[src/rtl/csb_consts.svh]
// Offsets, field positions, reset values and timing counts of the core register bank
`ifndef CSB_CONSTS_SVH
`define CSB_CONSTS_SVH
`define CSB_OFS_INDIRECT 5'h00
`define CSB_OFS_TIMER0 5'h01
`define CSB_OFS_PC_LOW 5'h02
`define CSB_OFS_STATUS 5'h03
`define CSB_OFS_POINTER 5'h04
`define CSB_OFS_PORT 5'h05
`define CSB_OFS_PCLATCH 5'h0a
`define CSB_OFS_INTCTL 5'h0b
`define CSB_OFS_PIFLAGS 5'h0c
`define CSB_OFS_INT_STAT 5'h0d
`define CSB_OFS_INT_MASK 5'h0e
`define CSB_OFS_RESULT 5'h1e
`define CSB_OFS_CONVCTL 5'h1f
`define CSB_BIT_BANK 5
`define CSB_BIT_TIMEOUT 4
`define CSB_BIT_POWERDOWN 3
`define CSB_BIT_DONE 6
`define CSB_STATUS_MASK 8'h3f
`define CSB_PCLATCH_MASK 8'h1f
`define CSB_PIFLAGS_MASK 8'h40
`define CSB_CONVCTL_MASK 8'hdf
`define CSB_INTS_MASK 8'h07
`define CSB_RST_ZERO 8'h00
`define CSB_RST_STATUS_POR 8'h18
`define CSB_RST_PORT_HI 8'hc0
`define CSB_RST_STATUS_KEEP 8'h07
`define CSB_RST_INTCTL_KEEP 8'h01
`define CSB_QUARTERS 2'h3
`define CSB_Q_READ 2'h1
`define CSB_Q_WRITE 2'h3
`endif

[src/rtl/csb_pkg.sv]
// Types shared by the core register bank
package csb_pkg;
	typedef enum logic [1:0] {
		CSB_RST_NONE,
		CSB_RST_POWER_ON,
		CSB_RST_OTHER
	} csb_reset_kind_t;
endpackage

[src/rtl/csb_core_sfr_bank_zero.sv]
// Bank 0 core special function registers with a plain register port
// Overview of operation
// - Unimplemented addresses and bits read zero and ignore writes.
// - PC low, status, pointer, PC latch, interrupt control shared by both banks.
// - No file address reaches the program counter high byte directly.
// - Five-bit PC latch is copied into PC bits 12:8 on counter load.
// - Power-on reset differs from pin and watchdog resets in reset values.
// - Status, port, interrupt control, converter control take their table reset values.
// - Registers are static and hold contents whether or not the clock runs.
// - Status bit 5 selects bank 1 when set, bank 0 when clear.
// - Operand reads happen in quarter two, destination writes in quarter four.
//
// The strobed register port was left to the implementer.
`timescale 1ns/10ps
`include "csb_consts.svh"
module csb_core_sfr_bank_zero (
	input wire logic ref_clk_i,
	input wire logic rst_n_i,
	input wire logic por_n_i,
	input wire logic ext_reset_n_i,
	input wire logic wdt_reset_i,
	input wire logic [6:0] addr_i,
	input wire logic bank_mirror_i,
	input wire logic [7:0] wdata_i,
	input wire logic wr_i,
	input wire logic rd_i,
	output logic [7:0] rdata_o,
	input wire logic [7:0] pc_low_i,
	input wire logic pc_load_i,
	output logic [4:0] pc_high_load_o,
	output logic pc_low_write_o,
	output logic [7:0] pc_low_data_o,
	input wire logic [7:0] indirect_data_i,
	output logic indirect_write_o,
	output logic [7:0] indirect_addr_o,
	output logic [7:0] indirect_wdata_o,
	input wire logic [7:0] timer0_i,
	output logic timer0_write_o,
	input wire logic [7:0] port_pins_i,
	output logic [7:0] port_latch_o,
	input wire logic [2:0] status_flags_i,
	input wire logic status_flags_load_i,
	input wire logic timeout_event_i,
	input wire logic powerdown_event_i,
	input wire logic [2:0] int_flag_set_i,
	input wire logic conversion_done_i,
	input wire logic [7:0] converter_result_i,
	output logic bank_select_o,
	output logic [7:0] interrupt_control_o,
	output logic [7:0] converter_control_o,
	output logic read_phase_o,
	output logic write_phase_o,
	output logic irq_o
);
	typedef struct packed {
		csb_pkg::csb_reset_kind_t reset_kind;
		logic reset_seen;
		logic [7:0] status;
		logic [7:0] pointer;
		logic [7:0] pclatch;
		logic [7:0] intctl;
		logic [7:0] piflags;
		logic [7:0] convctl;
		logic [7:0] port;
		logic [7:0] int_stat;
		logic [7:0] int_mask;
		logic [7:0] rdata;
		logic [4:0] pc_high;
	} csb_state_t;
	csb_state_t state;
	csb_state_t next_state;
	logic [7:0] port_sync;
	logic [7:0] result_sync;
	logic [4:0] addr_lo;
	logic in_bank0;
	logic mirrored;
	logic sel_ok;
	logic do_write;
	logic do_read;
	logic [7:0] events;

	csb_sync u_port_sync (
		.ref_clk_i(ref_clk_i),
		.rst_n_i(rst_n_i),
		.d_i(port_pins_i),
		.q_o(port_sync)
	);
	// Converter result comes from the analog macro, so it is treated as foreign
	csb_sync u_result_sync (
		.ref_clk_i(ref_clk_i),
		.rst_n_i(rst_n_i),
		.d_i(converter_result_i),
		.q_o(result_sync)
	);
	csb_quarter u_quarter (
		.ref_clk_i(ref_clk_i),
		.rst_n_i(rst_n_i),
		.read_phase_o(read_phase_o),
		.write_phase_o(write_phase_o)
	);

	function automatic logic is_mirrored(input logic [4:0] a);
		is_mirrored = (a == `CSB_OFS_PC_LOW) || (a == `CSB_OFS_STATUS) ||
			(a == `CSB_OFS_POINTER) || (a == `CSB_OFS_PCLATCH) ||
			(a == `CSB_OFS_INTCTL) || (a == `CSB_OFS_INDIRECT);
	endfunction

	function automatic logic [7:0] reg_update(input logic [7:0] old, input logic [7:0] wv,
		input logic [7:0] mask);
		reg_update = (old & ~mask) | (wv & mask);
	endfunction

	assign addr_lo = addr_i[4:0];
	// Upper block of the bank holds general RAM, outside this register file
	assign in_bank0 = (addr_i[6:5] == 2'h0);
	assign mirrored = is_mirrored(addr_lo);
	// Bank 1 view only reaches the shared registers unless bank_mirror_i is set
	assign sel_ok = in_bank0 && (!state.status[`CSB_BIT_BANK] || mirrored || bank_mirror_i);
	assign do_write = wr_i && sel_ok;
	assign do_read = rd_i && sel_ok;
	assign events = {5'h00, conversion_done_i, timeout_event_i, powerdown_event_i};

	always_comb begin
		next_state = state;
		next_state.reset_seen = 1'b1;
		// Reset class decides which column of reset values applies
		if (!state.reset_seen) begin
			if (!por_n_i) begin
				next_state.reset_kind = csb_pkg::CSB_RST_POWER_ON;
			end else if (!ext_reset_n_i || wdt_reset_i) begin
				next_state.reset_kind = csb_pkg::CSB_RST_OTHER;
			end else begin
				next_state.reset_kind = csb_pkg::CSB_RST_POWER_ON;
			end
			if (next_state.reset_kind == csb_pkg::CSB_RST_POWER_ON) begin
				next_state.status = `CSB_RST_STATUS_POR;
				next_state.intctl = `CSB_RST_ZERO;
			end else begin
				next_state.status = {3'h0, wdt_reset_i, 1'b0, 3'h0} |
					(state.status & `CSB_RST_STATUS_KEEP);
				next_state.intctl = state.intctl & `CSB_RST_INTCTL_KEEP;
			end
			next_state.port = `CSB_RST_PORT_HI | (state.port & ~`CSB_RST_PORT_HI);
			next_state.convctl = `CSB_RST_ZERO;
			next_state.pclatch = `CSB_RST_ZERO;
			next_state.piflags = `CSB_RST_ZERO;
		end else begin
			if (status_flags_load_i) begin
				next_state.status[2:0] = status_flags_i;
			end
			if (timeout_event_i) begin
				next_state.status[`CSB_BIT_TIMEOUT] = 1'b0;
			end
			if (powerdown_event_i) begin
				next_state.status[`CSB_BIT_POWERDOWN] = 1'b0;
			end
			if (do_write) begin
				unique case (addr_lo)
					`CSB_OFS_STATUS: begin
						// Timeout and powerdown flags are read-only to software
						next_state.status = reg_update(next_state.status, wdata_i,
							`CSB_STATUS_MASK & 8'h27);
					end
					`CSB_OFS_POINTER: next_state.pointer = wdata_i;
					`CSB_OFS_PCLATCH: next_state.pclatch = reg_update(state.pclatch, wdata_i,
						`CSB_PCLATCH_MASK);
					`CSB_OFS_INTCTL: next_state.intctl = wdata_i;
					`CSB_OFS_PIFLAGS: next_state.piflags = reg_update(state.piflags, wdata_i,
						`CSB_PIFLAGS_MASK);
					`CSB_OFS_CONVCTL: next_state.convctl = reg_update(state.convctl, wdata_i,
						`CSB_CONVCTL_MASK);
					`CSB_OFS_PORT: next_state.port = wdata_i;
					`CSB_OFS_INT_MASK: next_state.int_mask = wdata_i & `CSB_INTS_MASK;
					`CSB_OFS_INT_STAT: next_state.int_stat = state.int_stat & ~wdata_i;
					default: next_state.pointer = next_state.pointer;
				endcase
			end
			// Hardware sets win over a same-cycle clear
			if (int_flag_set_i[0]) begin
				next_state.intctl[0] = 1'b1;
			end
			if (int_flag_set_i[1]) begin
				next_state.intctl[1] = 1'b1;
			end
			if (int_flag_set_i[2]) begin
				next_state.intctl[2] = 1'b1;
			end
			if (conversion_done_i) begin
				next_state.piflags[`CSB_BIT_DONE] = 1'b1;
				next_state.convctl[2] = 1'b0;
			end
			next_state.int_stat = (next_state.int_stat | events) & `CSB_INTS_MASK;
			if (pc_load_i) begin
				next_state.pc_high = state.pclatch[4:0];
			end
		end
		next_state.rdata = `CSB_RST_ZERO;
		if (do_read) begin
			unique case (addr_lo)
				`CSB_OFS_INDIRECT: next_state.rdata = indirect_data_i;
				`CSB_OFS_TIMER0: next_state.rdata = timer0_i;
				`CSB_OFS_PC_LOW: next_state.rdata = pc_low_i;
				`CSB_OFS_STATUS: next_state.rdata = state.status;
				`CSB_OFS_POINTER: next_state.rdata = state.pointer;
				`CSB_OFS_PORT: next_state.rdata = {state.port[7:6], port_sync[5:0]};
				`CSB_OFS_PCLATCH: next_state.rdata = state.pclatch & `CSB_PCLATCH_MASK;
				`CSB_OFS_INTCTL: next_state.rdata = state.intctl;
				`CSB_OFS_PIFLAGS: next_state.rdata = state.piflags & `CSB_PIFLAGS_MASK;
				`CSB_OFS_INT_STAT: next_state.rdata = state.int_stat;
				`CSB_OFS_INT_MASK: next_state.rdata = state.int_mask;
				`CSB_OFS_RESULT: next_state.rdata = result_sync;
				`CSB_OFS_CONVCTL: next_state.rdata = state.convctl & `CSB_CONVCTL_MASK;
				default: next_state.rdata = `CSB_RST_ZERO;
			endcase
		end
	end

	// Flops hold their value with no refresh; a stopped clock loses nothing
	always_ff @(posedge ref_clk_i or negedge rst_n_i) begin
		if (!rst_n_i) begin
			state.reset_kind <= csb_pkg::CSB_RST_NONE;
			state.reset_seen <= 1'b0;
			state.rdata <= '0;
			state.pc_high <= '0;
			state.int_stat <= '0;
			state.int_mask <= '0;
		end else begin
			state <= next_state;
		end
	end

	// No read path exposes pc_high: it only leaves toward the program counter
	assign pc_high_load_o = state.pc_high;
	assign rdata_o = state.rdata;
	assign pc_low_write_o = do_write && (addr_lo == `CSB_OFS_PC_LOW);
	assign pc_low_data_o = wdata_i;
	assign indirect_write_o = do_write && (addr_lo == `CSB_OFS_INDIRECT);
	assign indirect_addr_o = state.pointer;
	assign indirect_wdata_o = wdata_i;
	assign timer0_write_o = do_write && (addr_lo == `CSB_OFS_TIMER0);
	assign port_latch_o = state.port;
	assign bank_select_o = state.status[`CSB_BIT_BANK];
	assign interrupt_control_o = state.intctl;
	assign converter_control_o = state.convctl;
	assign irq_o = |(state.int_stat & state.int_mask);
endmodule // csb_core_sfr_bank_zero

[src/rtl/csb_quarter.sv]
// Quarter-cycle sequencer of the instruction cycle
`timescale 1ns/10ps
`include "csb_consts.svh"
module csb_quarter (
	input wire logic ref_clk_i,
	input wire logic rst_n_i,
	output logic read_phase_o,
	output logic write_phase_o
);
	typedef struct packed {
		logic [1:0] quarter;
	} csb_quarter_state_t;
	csb_quarter_state_t state;
	csb_quarter_state_t next_state;
	always_comb begin
		next_state.quarter = (state.quarter == `CSB_QUARTERS) ? 2'h0 : state.quarter + 2'h1;
	end
	always_ff @(posedge ref_clk_i or negedge rst_n_i) begin
		if (!rst_n_i) begin
			state <= '0;
		end else begin
			state <= next_state;
		end
	end
	assign read_phase_o = (state.quarter == `CSB_Q_READ);
	assign write_phase_o = (state.quarter == `CSB_Q_WRITE);
endmodule // csb_quarter

[src/rtl/csb_sync.sv]
// Two-stage synchroniser for pin levels
`timescale 1ns/10ps
module csb_sync (
	input wire logic ref_clk_i,
	input wire logic rst_n_i,
	input wire logic [7:0] d_i,
	output logic [7:0] q_o
);
	typedef struct packed {
		logic [7:0] first;
		logic [7:0] second;
	} csb_sync_state_t;
	csb_sync_state_t state;
	csb_sync_state_t next_state;
	always_comb begin
		next_state.first = d_i;
		next_state.second = state.first;
	end
	always_ff @(posedge ref_clk_i or negedge rst_n_i) begin
		if (!rst_n_i) begin
			state <= '0;
		end else begin
			state <= next_state;
		end
	end
	assign q_o = state.second;
endmodule // csb_sync

[config.mk]
export PLATFORM = sky130hd
export DESIGN_NAME = csb_core_sfr_bank_zero
export DESIGN_NICKNAME = d
export VERILOG_FILES = /design/src/rtl/csb_pkg.sv /design/src/rtl/csb_core_sfr_bank_zero.sv /design/src/rtl/csb_quarter.sv /design/src/rtl/csb_sync.sv
export VERILOG_INCLUDE_DIRS = /design/src /design/src/rtl
export SDC_FILE = /design/constraint.sdc
export NUM_CORES = 1
export LEC_CHECK = 0
export BUFFER_PORTS_ARGS = -buffer_cell sky130_fd_sc_hd__buf_2
export CORE_AREA = 2 2 130 132
export CTS_BUF_LIST = sky130_fd_sc_hd__clkbuf_8
export DETAILED_ROUTE_END_ITERATION = 10
export DIE_AREA = 0 0 132 134
export PLACE_DENSITY_LB_ADDON = 0.1
export SLEW_MARGIN = 0
export SYNTH_ARGS = -nofsm -noshare
export SYNTH_HDL_FRONTEND = slang
export SYNTH_SLANG_ARGS = --single-unit
[constraint.sdc]
create_clock -name ref_clk_i -period 2.88 [get_ports ref_clk_i]
set_input_delay 0.144 -clock ref_clk_i [delete_from_list [all_inputs] [get_ports ref_clk_i]]
set_output_delay 0.144 -clock ref_clk_i [all_outputs]
set_load 0.03 [all_outputs]
==> results.tsv, run 1 <==
metric	value	unit
place_congestion	0.829	
yosysUniqueCellTypes	52	
die_x	132	um
yosys.area.top_type_share	28.3	%
fill_cells	1738	
end_kind	output port	
clk_pin_slew_worst_paths	0.09	ns
drc	0	
clock_path_buffers	2	
reg2reg_from	bank_select_o$_SDFFCE_PN0P_	
cp_cell_sequence	nor2b_1 > a2111oi_4 > and2_1 > nand2_1 > nor3_1 > buf_2	
cp.arrival	2.26	ns
cts_made_buffers	9	
cts_resized	0	
hold_slack	0.0712	ns
worstMarginPinSlew	0.895	ns
whs_path_depth	2	
dr.pass1.iters	5	
cp.required	2.74	ns
grt_pass1_wl	22.2	mm
grt_pass1_vias	3711	
layout_commonest_cell	buf_2	
core	16300	um^2
ys_warn_count	0	
fin_nets	601	
synth_area	4780	um^2
start_util	29.3	%
hold_end	state[23]$_DFFE_PN0P_	
cts_root_buf	clkbuf_8	
synthCells	422	
crit_type	reg -> out	
reg2reg_depth	5	
status	finished clean	
fin_crit	2.41	ns
ant_nets	0	
min_from	conversion_done_i	
hold_viol	0	
setup_violations	0	
critPathMaxStageDelay	0.42	ns
drt_wl_total	14.5	mm
gr-total-overflow	0	
ir_worst_vdd	0.197	mV
dieArea	17700	um^2
die-height	134	um
final.period_utilization	83.6	%
area_growth	19.0	%
finalSetupTns	0	ns
synthFlopType	dfrtp_1	
synthTopCellsByArea	edfxtp_1 (28%), dfrtp_1 (26%), buf_4 (10%)	
critPathMaxFanout	3	
post_cts.repair.setup_buffers	0	
wl_per_cell	19.4	um
clk_latency	0.38	ns
async_reset_ff_share	52.6	%
synth_top_cell_by_area	edfxtp_1	
leakage	2.54	nW
drt_iter0_markers	279	
vias_per_cell	4.73	
track_usage	17.0	%
critPathLaunchType	register	
io_pins	142	
drive_gt1_share	34.9	%
pwr_density_cell	490	nW/um^2
layout_common_cells	buf_2 (137), dfrtp_1 (50), edfxtp_1 (45)	
regToRegSetupSlack	0.51	ns
maxSlewViolCount	0	
synth_nets	498	
antennaDiodeCount	0	
antenna_found_initial	0	
synth-seq-area-share	54.5	%
dp.final_hpwl	11.0	mm
htreeDepth	3	
hp-class	in -> reg	
ys_seq_elements	95	
maxCapViolCount	0	
slew_headroom	40.1	%
cts_tree	built	
grt_max_degree	33	
via_count	3550	
cts_sinks	95	
crit_path_top_delay_cell	edfxtp_1	
fin_skew	0.0117	ns
worstReg2RegEnd	port_latch_o[0]$_DFFE_PP_	
rows	47	
io_buffers	138	
fmax	415	MHz
synth_edf_count	45	
synth.avg_cell_area	11.3	um^2
rsz0062_at_grt	no	
-- how the worst max path moves through the flow --
stage	start	to	slack, ns	depth (start not counted)
after floorplan	bank_select_o$_SDFFCE_PN0P_	indirect_write_o	0.47	6
after global placement	bank_select_o$_SDFFCE_PN0P_	port_latch_o[3]$_DFFE_PP_	0.57	5
after detailed placement	bank_select_o$_SDFFCE_PN0P_	port_latch_o[0]$_DFFE_PP_	0.50	5
after CTS	bank_select_o$_SDFFCE_PN0P_	timer0_write_o	0.45	6
after global routing	bank_select_o$_SDFFCE_PN0P_	indirect_write_o	0.33	6
final	bank_select_o$_SDFFCE_PN0P_	timer0_write_o	0.47	6
-- power breakdown --
part           leakage, nW  internal [mW]  switching, mW
sequential            1.06           1.48         0.0344
clock                0.106          0.415          0.472
combinational         1.37          0.142          0.244
-- layout make-up --
type	count	area [um^2]	area share (%)
clock buffers	10	138	2.42
clock inverters	6	53.8	0.946
inverters	9	33.8	0.594
multi-input cells	238	1590	28.0
flip-flops and latches	95	2600	45.8
well taps	220	275	4.84
repair buffers	172	991	17.4
-- metal layers --
metal	routed length [um]	track usage, %	share of wire (%)
met2	7010	27.7	48
met5	0	0	0
met4	116	3.44	0.80
met1	6520	22.5	45
met3	876	4.95	6.0
-- critical path, delay by kind of cell, from the launching register on --
kind | cells | cell delay (ns)
AOI/OAI and AO/OA | 1 | 0.39
DFF | 1 | 0.42
and+or+nand+nor | 4 | 0.83
buffers and inverters | 1 | 0.23
-- cells in the mapped netlist, types with 3 or more instances --
cell	n
a21boi_0	3
a21oi_1	8
a221oi_1	7
a22o_1	6
a22oi_1	12
a31oi_1	6
and2_1	9
and3_1	20
buf_2	7
buf_4	64
clkbuf_1	7
dfrtp_1	50
edfxtp_1	45
inv_1	9
mux2_1	3
mux2_2	7
mux2i_1	14
nand2_1	30
nand2b_1	3
nand3_1	23
nor2_1	16
nor2b_1	5
nor3_1	6
nor4_1	4
o21a_1	7
o21ai_0	9
o21ai_1	11
-- registers in the layout, summed over array words and instances (netlist names), 6 cells and up --
register and count:
state 20, indirect_addr_o 8, interrupt_control_o 8, port_latch_o 8, rdata_o 8, u_result_sync.next_state 8
u_result_sync.q_o 8, converter_control_o 7, u_port_sync.next_state 6, u_port_sync.q_o 6
-- kinds of logic (layout without fill, tap and decap cells) --
group           after synthesis  after routing  share of synthesized area (%)
simple gates                128            128                           14.4
other cells                   2              2                          0.157
compound gates               80             80                           12.0
flops                        95             95                           54.5
fa+ha+maj                     2              2                          0.524
mux                          26             26                           6.23
buf+inv                      89            197                           12.2
-- per-stage QoR --
stage,util (%),power (mW),setup slack (ns),cell area (um^2),instances
finish,34.9,2.78,0.473,5690,750
floorplan,-,1.78,0.474,4780,422
CTS,34.9,2.83,0.446,5690,750
detailed placement,32.7,1.92,0.498,5320,717
global placement,32.7,1.91,0.572,5320,717
global route,34.9,2.91,0.332,5690,750
-- what timing repair did --
action                     CTS  global route
setup endpoints to repair    0             0
hold buffers                17             0
hold endpoints to repair    32             0
(Power assumes the default switching activity.)
==> inputs of run 2 (changes only) <==
--- a/config.mk
+++ b/config.mk
@@ -6,11 +6,12 @@
 export SDC_FILE = /design/constraint.sdc
 export NUM_CORES = 1
 export LEC_CHECK = 0
+export ABC_AREA = 1
 export BUFFER_PORTS_ARGS = -buffer_cell sky130_fd_sc_hd__buf_2
-export CORE_AREA = 2 2 130 132
+export CORE_AREA = 2 2 132 134
 export CTS_BUF_LIST = sky130_fd_sc_hd__clkbuf_8
 export DETAILED_ROUTE_END_ITERATION = 10
-export DIE_AREA = 0 0 132 134
+export DIE_AREA = 0 0 134 136
 export PLACE_DENSITY_LB_ADDON = 0.1
 export SLEW_MARGIN = 0
 export SYNTH_ARGS = -nofsm -noshare
==> constraint.sdc (replaced) <==
create_clock -name ref_clk_i -period 2.2 [get_ports ref_clk_i]
set_input_delay 0.11 -clock ref_clk_i [delete_from_list [all_inputs] [get_ports ref_clk_i]]
set_output_delay 0.11 -clock ref_clk_i [all_outputs]
set_load 0.03 [all_outputs]
==> run 2 against run 1 <==
  * Sequential share of layout area decreased by 2.4 points
  * Cell count increased by 24%
  * Routed wire length increased by 8.3%
  * Worst setup slack got worse by 0.17 ns
  * Non-clock buffer count increased by 11
  * Critical path type unchanged
  * Clock power increased by 51%
  * Register-to-register slack got worse by 0.15 ns
  * Clock skew increased by 0.0047 ns
  * Clock-buffer cell count unchanged
  * Cell area increased by 5.6%
  * First-iteration DRC count increased by 20%
  * Synthesized area increased by 3.0%
==> results.tsv, run 2 <==
metric	value	unit	change
synth_top_family_by_area	simple AND/OR/NAND/NOR gates		
ant_nets	0		unchanged
end_kind	output port		
fin_nets	773		+29%
cts_root_buf	clkbuf_8		
min_from	timeout_event_i		
finalSetupTns	0	ns	unchanged
via_count	4168		+17%
pwr_density_cell	638	nW/um^2	+30%
fill_cells	1829		+5.2%
clock_path_buffers	2		unchanged
clk_latency	0.39	ns	about the same
swShare	27.2	%	+0.23 points
status	finished clean		
hold_viol	0		unchanged
pwr-share-comb	13.6	%	-0.3 points
io_buffers	138		unchanged
final_util	35.6	%	+0.68 points
track_usage	17.8	%	+0.86 points
grt_pass1_vias	4194		+13%
layout_commonest_cell	nand2_1		
gr-total-overflow	0		unchanged
drc	0		unchanged
leakage	2.83	nW	+12%
yosysUniqueCellTypes	32		-38%
synth_compound_area_share	7.73	%	-4.3 points
synthCells	577		+37%
worstMarginPinSlew	0.695	ns	-0.200 ns
switchingPower	1.04	mW	+39%
largest_reg_flops	20		unchanged
core	16900	um^2	+3.6%
dieArea	18200	um^2	+3.0%
crit_type	reg -> out		
synthFlopType	dfrtp_1		
async_reset_ff_share	52.6	%	unchanged
die-height	136	um	+1.5%
cts_made_buffers	9		unchanged
grt_max_degree	67		+100%
antenna_found_initial	0		unchanged
grt_pass1_wl	23.7	mm	+6.9%
vias_per_cell	4.50		-5.0%
area_growth	22.1	%	
die_x	134	um	+1.5%
critPathMaxFanout	11		+8
synth.area.mux_share	0.229	%	-6.0 points
cp.required	2.09	ns	-0.65 ns
synth_area	4920	um^2	+3.0%
met1_length	6.91	mm	+6.0%
ir_worst_vdd	0.294	mV	+49%
dr.pass1.iters	4		-1
htreeDepth	3		unchanged
start_util	29.2	%	-0.17 points
final-seq-area	2600	um^2	unchanged
drt_wl_total	15.7	mm	+8.3%
multi_input_area	1610	um^2	+1.3%
yosysMostFrequentCell	nand2_1		
slew_headroom	53.6	%	+14 points
maxCapViolCount	0		unchanged
regMostFlops	state		
rsz0062_at_grt	no		
place_congestion	0.864		+4.2%
reg2reg_depth	9		+4
ys_warn_count	0		unchanged
fin_crit	1.89	ns	
clk_pin_slew_worst_paths	0.10	ns	about the same
top_layer	met4		
final.period_utilization	86.1	%	
critPathLaunchType	register		
hold_slack	0.0285	ns	-0.0428 ns
setup_violations	0		unchanged
p_int	2.79	mW	+37%
io_pins	142		unchanged
fmax	528	MHz	
dr_wl_met2	7.59	mm	+8.2%
worst_slack	0.306	ns	-0.167 ns
drt_iter0_markers	335		+20%
fin_skew	0.0165	ns	+0.00472 ns
synth-seq-area-share	52.9	%	-1.6 points
dp.final_hpwl	11.9	mm	+8.3%
ys_seq_elements	95		unchanged
worstReg2RegEnd	indirect_addr_o[3]$_DFFE_PP_		
cts_tree	built		
crit_start	bank_select_o$_SDFFCE_PN0P_		
layout_common_cells	nand2_1 (169), buf_2 (138), nor2_1 (57)		
synth.avg_cell_area	8.53	um^2	-25%
maxSlewViolCount	0		unchanged
wl_per_cell	17.0	um	-12%
drive_gt1_share	28.2	%	-6.7 points
cp-endpoint	timer0_write_o		
p_seq_share	51.5	%	-2.8 points
synthSimpleGateAreaFrac	23.9	%	+9.6 points
antennaDiodeCount	0		unchanged
synth_nets	653		+31%
regToRegSetupSlack	0.36	ns	-0.15 ns
yosys.area.top_type_share	27.5	%	-0.82 points
hp-class	in -> reg		
cts_sinks	95		unchanged
synth_edf_count	45		unchanged
dp_slack	0.254	ns	-0.244 ns
wl_met3	852	um	-2.7%
p_clk_share	34.9	%	+3.1 points
synthTopCellsByArea	edfxtp_1 (27%), dfrtp_1 (25%), nand2_1 (13%)		
cp.arrival	1.78	ns	-0.48 ns
reg2reg_from	bank_select_o$_SDFFCE_PN0P_		
synth_fa_ha_area_share	0.509	%	-0.015 points
post_cts.repair.setup_buffers	0		unchanged
synth_common_cells	nand2_1 (169), buf_4 (63), nor2_1 (57)		
rows	48		+2.1%
synth_top_cell_by_area	edfxtp_1		
synthXorXnorAreaFrac	0	%	unchanged
run 2: kinds of logic (layout without fill, tap and decap cells):
kind of cell | after synthesis | in the layout
flops | 95 | 95
mux | 1 | 1
compound gates | 72 | 72
fa+ha+maj | 2 | 2
buf+inv | 124 | 249
simple gates | 281 | 281
other cells | 2 | 2
run 2: worst min-delay path by stage:
stage / end / slack [ns] / cells past startpoint
after floorplan: pc_high_load_o[0]$_DFFE_PN0P_ / -0.19 / 0
after global placement: rdata_o[7]$_DFF_PN0_ / 0.22 / 2
after detailed placement: rdata_o[7]$_DFF_PN0_ / 0.22 / 2
after CTS: interrupt_control_o[0]$_SDFFCE_PN0P_ / 0.0004 / 2
after global routing: interrupt_control_o[2]$_SDFFCE_PN0P_ / 0.02 / 2
final: state[22]$_DFFE_PN0P_ / 0.03 / 3
run 2: power by group through the flow:
stage | sequential [mW] | clock (mW) | combinational, mW
after detailed placement | 2.01 | 0 | 0.500
after global routing | 1.98 | 1.45 | 0.575
final | 1.97 | 1.34 | 0.523
after global placement | 2.01 | 0 | 0.495
after CTS | 1.97 | 1.39 | 0.529
after floorplan | 2.00 | 0 | 0.326
run 2: repair_timing:
action / 4_1_cts / 5_1_grt
endpoints found under the hold margin: 69 / 1
setup endpoints to repair: 0 / 2
hold buffers: 20 / 1
resized for setup: 0 / 2
run 2: final cells by class:
type	instances	share of cell area [%]
Clock buffer	10	2.29
Timing Repair Buffer	183	18.2
Multi-Input combinational cell	358	26.8
Sequential cell	95	43.3
Inverter	50	3.13
Tap cell	225	4.69
Clock inverter	6	1.52
run 2: through the flow:
step	cell area [um^2]	cells	power, mW
final	6010	927	3.83
after global routing	6010	927	4.01
after CTS	5990	926	3.90
after detailed placement	5560	890	2.51
after global placement	5560	890	2.51
after floorplan	4920	577	2.32
run 2: worst max-delay path, cell delays in order (launching register included):
cell and delay (ns):
edfxtp_1 0.41, inv_1 0.07, nor2_1 0.05, nand2_1 0.06, nor2_1 0.04, nand2_2 0.09, nand3_2 0.09, buf_4 0.20
nor3_2 0.16, buf_2 0.24
run 2: per-layer routing:
layer | GRT usage (%) | vias to the layer above
met1 | 22.7 | 1971
li1 | - | 2038
met3 | 4.21 | 18
met4 | 5.67 | 0
met5 | 0 | -
met2 | 29.9 | 141
==> inputs of run 3 (changes only) <==
==> constraint.sdc (replaced) <==
create_clock -name ref_clk_i -period 2.2 [get_ports ref_clk_i]
set_input_delay 0.33 -clock ref_clk_i [delete_from_list [all_inputs] [get_ports ref_clk_i]]
set_output_delay 0.33 -clock ref_clk_i [all_outputs]
set_load 0.03 [all_outputs]
==> run 3 against run 2 <==
  * Clock skew decreased by 0.0041 ns
  * Critical path depth increased by 1
  * Largest cell class unchanged
  * Worst setup slack got worse by 0.16 ns
  * Worst hold slack got worse by 0.0030 ns
  * Maximum frequency decreased by 8.0%
  * Clock power about the same
  * Via count decreased by 3.2%
  * Core utilization decreased by 0.84 points
==> results.tsv, run 3 (synthesized netlist as in run 2, its figures left out) <==
metric	value	unit	change
fmax	486	MHz	-8.0%
hold_viol	0		unchanged
hp-class	in -> async		
htreeDepth	3		unchanged
regMostFlops	state		
setup_violations	0		unchanged
cts_tree	built		
core	16900	um^2	unchanged
rsz0062_at_grt	no		
maxCapViolCount	0		unchanged
vias_per_cell	4.42		-1.8%
place_congestion	0.858		-0.69%
critPathMaxFanout	7		-4
crit_type	reg -> out		
layout_commonest_cell	nand2_1		
die_x	134	um	unchanged
drt_wl_total	15.8	mm	+0.38%
io_buffers	138		unchanged
crit_cells	10		+1
critPathLaunchType	register		
drive_gt1_share	29.9	%	+1.7 points
cp_cell_sequence	inv_1 > nor2_2 > nand2_1 > nor2_1 > nand2_2 > nand3_4 > clkinv_4 > nand2_1 > inv_1 > buf_2		
regToRegSetupSlack	0.43	ns	+0.07 ns
antenna_found_initial	0		unchanged
grt_max_degree	67		unchanged
via_count	4033		-3.2%
grt_pass1_vias	3984		-5.0%
reg2reg_from	bank_select_o$_SDFFCE_PN0P_		
cts_root_buf	clkbuf_8		
dp.final_hpwl	12.1	mm	+2.1%
reg2reg_depth	9		unchanged
slew_headroom	57.9	%	+4.3 points
wl_per_cell	17.3	um	+1.9%
antennaDiodeCount	0		unchanged
critPathMaxStageDelay	0.35	ns	-0.06 ns
dr.pass1.iters	4		unchanged
status	finished clean		
fin_area	5860	um^2	-2.4%
pwr_density_cell	656	nW/um^2	+2.8%
final.period_utilization	93.5	%	+7.5 points
rows	48		unchanged
largest_reg_flops	20		unchanged
die-height	136	um	unchanged
ir_worst_vdd	0.286	mV	-2.7%
leakage	2.78	nW	-1.9%
area_growth	19.2	%	
dieArea	18200	um^2	unchanged
cp.arrival	1.73	ns	-0.05 ns
fin_skew	0.0123	ns	-0.00412 ns
place_area	5600	um^2	+0.81%
clk_latency	0.39	ns	about the same
clk_pin_slew_worst_paths	0.10	ns	about the same
final_util	34.7	%	-0.84 points
start_util	29.2	%	unchanged
finalSetupTns	0	ns	unchanged
ant_nets	0		unchanged
critPathBufInv	4		+1
worstMarginPinSlew	0.629	ns	-0.0663 ns
maxSlewViolCount	0		unchanged
end_kind	output port		
layout_common_cells	nand2_1 (169), buf_2 (138), nor2_1 (56)		
cts_made_buffers	9		unchanged
crit_path_top_delay_cell	edfxtp_1		
io_pins	142		unchanged
worstReg2RegEnd	indirect_addr_o[5]$_DFFE_PP_		
fin_nets	759		-1.8%
gr-total-overflow	0		unchanged
clock_path_buffers	2		unchanged
cp.required	1.87	ns	-0.22 ns
drt_iter0_markers	222		-34%
track_usage	17.7	%	-0.12 points
drc	0		unchanged
fill_cells	1819		-0.55%
cts_sinks	95		unchanged
fin_crit	2.06	ns	+0.164 ns
grt_pass1_wl	23.4	mm	-1.4%
critPathTopFamily	simple AND/OR/NAND/NOR gates		
run 3: final cells by class:
| cell class | instances | area [um^2] | share of cell area, % |
|---|---|---|---|
| Timing Repair Buffer | 169 | 936 | 16.0 |
| Clock buffer | 9 | 124 | 2.11 |
| Inverter | 50 | 193 | 3.29 |
| Sequential cell | 95 | 2600 | 44.4 |
| Tap cell | 225 | 282 | 4.80 |
| Clock inverter | 7 | 106 | 1.81 |
| Multi-Input combinational cell | 358 | 1620 | 27.7 |
run 3: metrics by stage:
stage	total power, mW	setup WS (ns)	std cells	hold WS [ns]
after floorplan	2.32	0.123	577	0.0344
after global placement	2.51	0.0926	896	0.333
after detailed placement	2.52	0.0994	896	0.335
after CTS	3.90	-0.0123	912	0.0110
after global routing	4.02	0.0125	913	0.00939
final	3.85	0.142	913	0.0255
run 3: power by group:
part           internal, mW  switching (mW)
logic                 0.160           0.341
registers              1.94          0.0371
clock network         0.665           0.709
run 3: routing by layer:
layer  vias up  GRT usage, %  share of wire (%)
li1       2006             -                  -
met1      1897          22.7                 43
met2       115          30.2                 49
met3        15          3.54                5.7
met4         0          5.44                1.7
met5         -             0                  0
run 3: worst max-delay path by stage:
| stage | startpoint | end | slack [ns] |
|---|---|---|---|
| 2_1_floorplan | bank_select_o$_SDFFCE_PN0P_ | pc_low_write_o | 0.12 |
| 3_3_place_gp | addr_i[3] | indirect_addr_o[5]$_DFFE_PP_ | 0.09 |
| 3_5_place_dp | addr_i[3] | indirect_addr_o[5]$_DFFE_PP_ | 0.1 |
| 4_1_cts | bank_select_o$_SDFFCE_PN0P_ | timer0_write_o | -0.01 |
| 5_1_grt | bank_select_o$_SDFFCE_PN0P_ | indirect_write_o | 0.01 |
| 6_report | bank_select_o$_SDFFCE_PN0P_ | indirect_write_o | 0.14 |
run 3: timing repair:
| action | in CTS | in global routing |
|---|---|---|
| hold buffers | 0 | 0 |
| gates resized for setup | 2 | 4 |
| endpoints found under the setup margin | 1 | 3 |
| setup buffers | 0 | 1 |
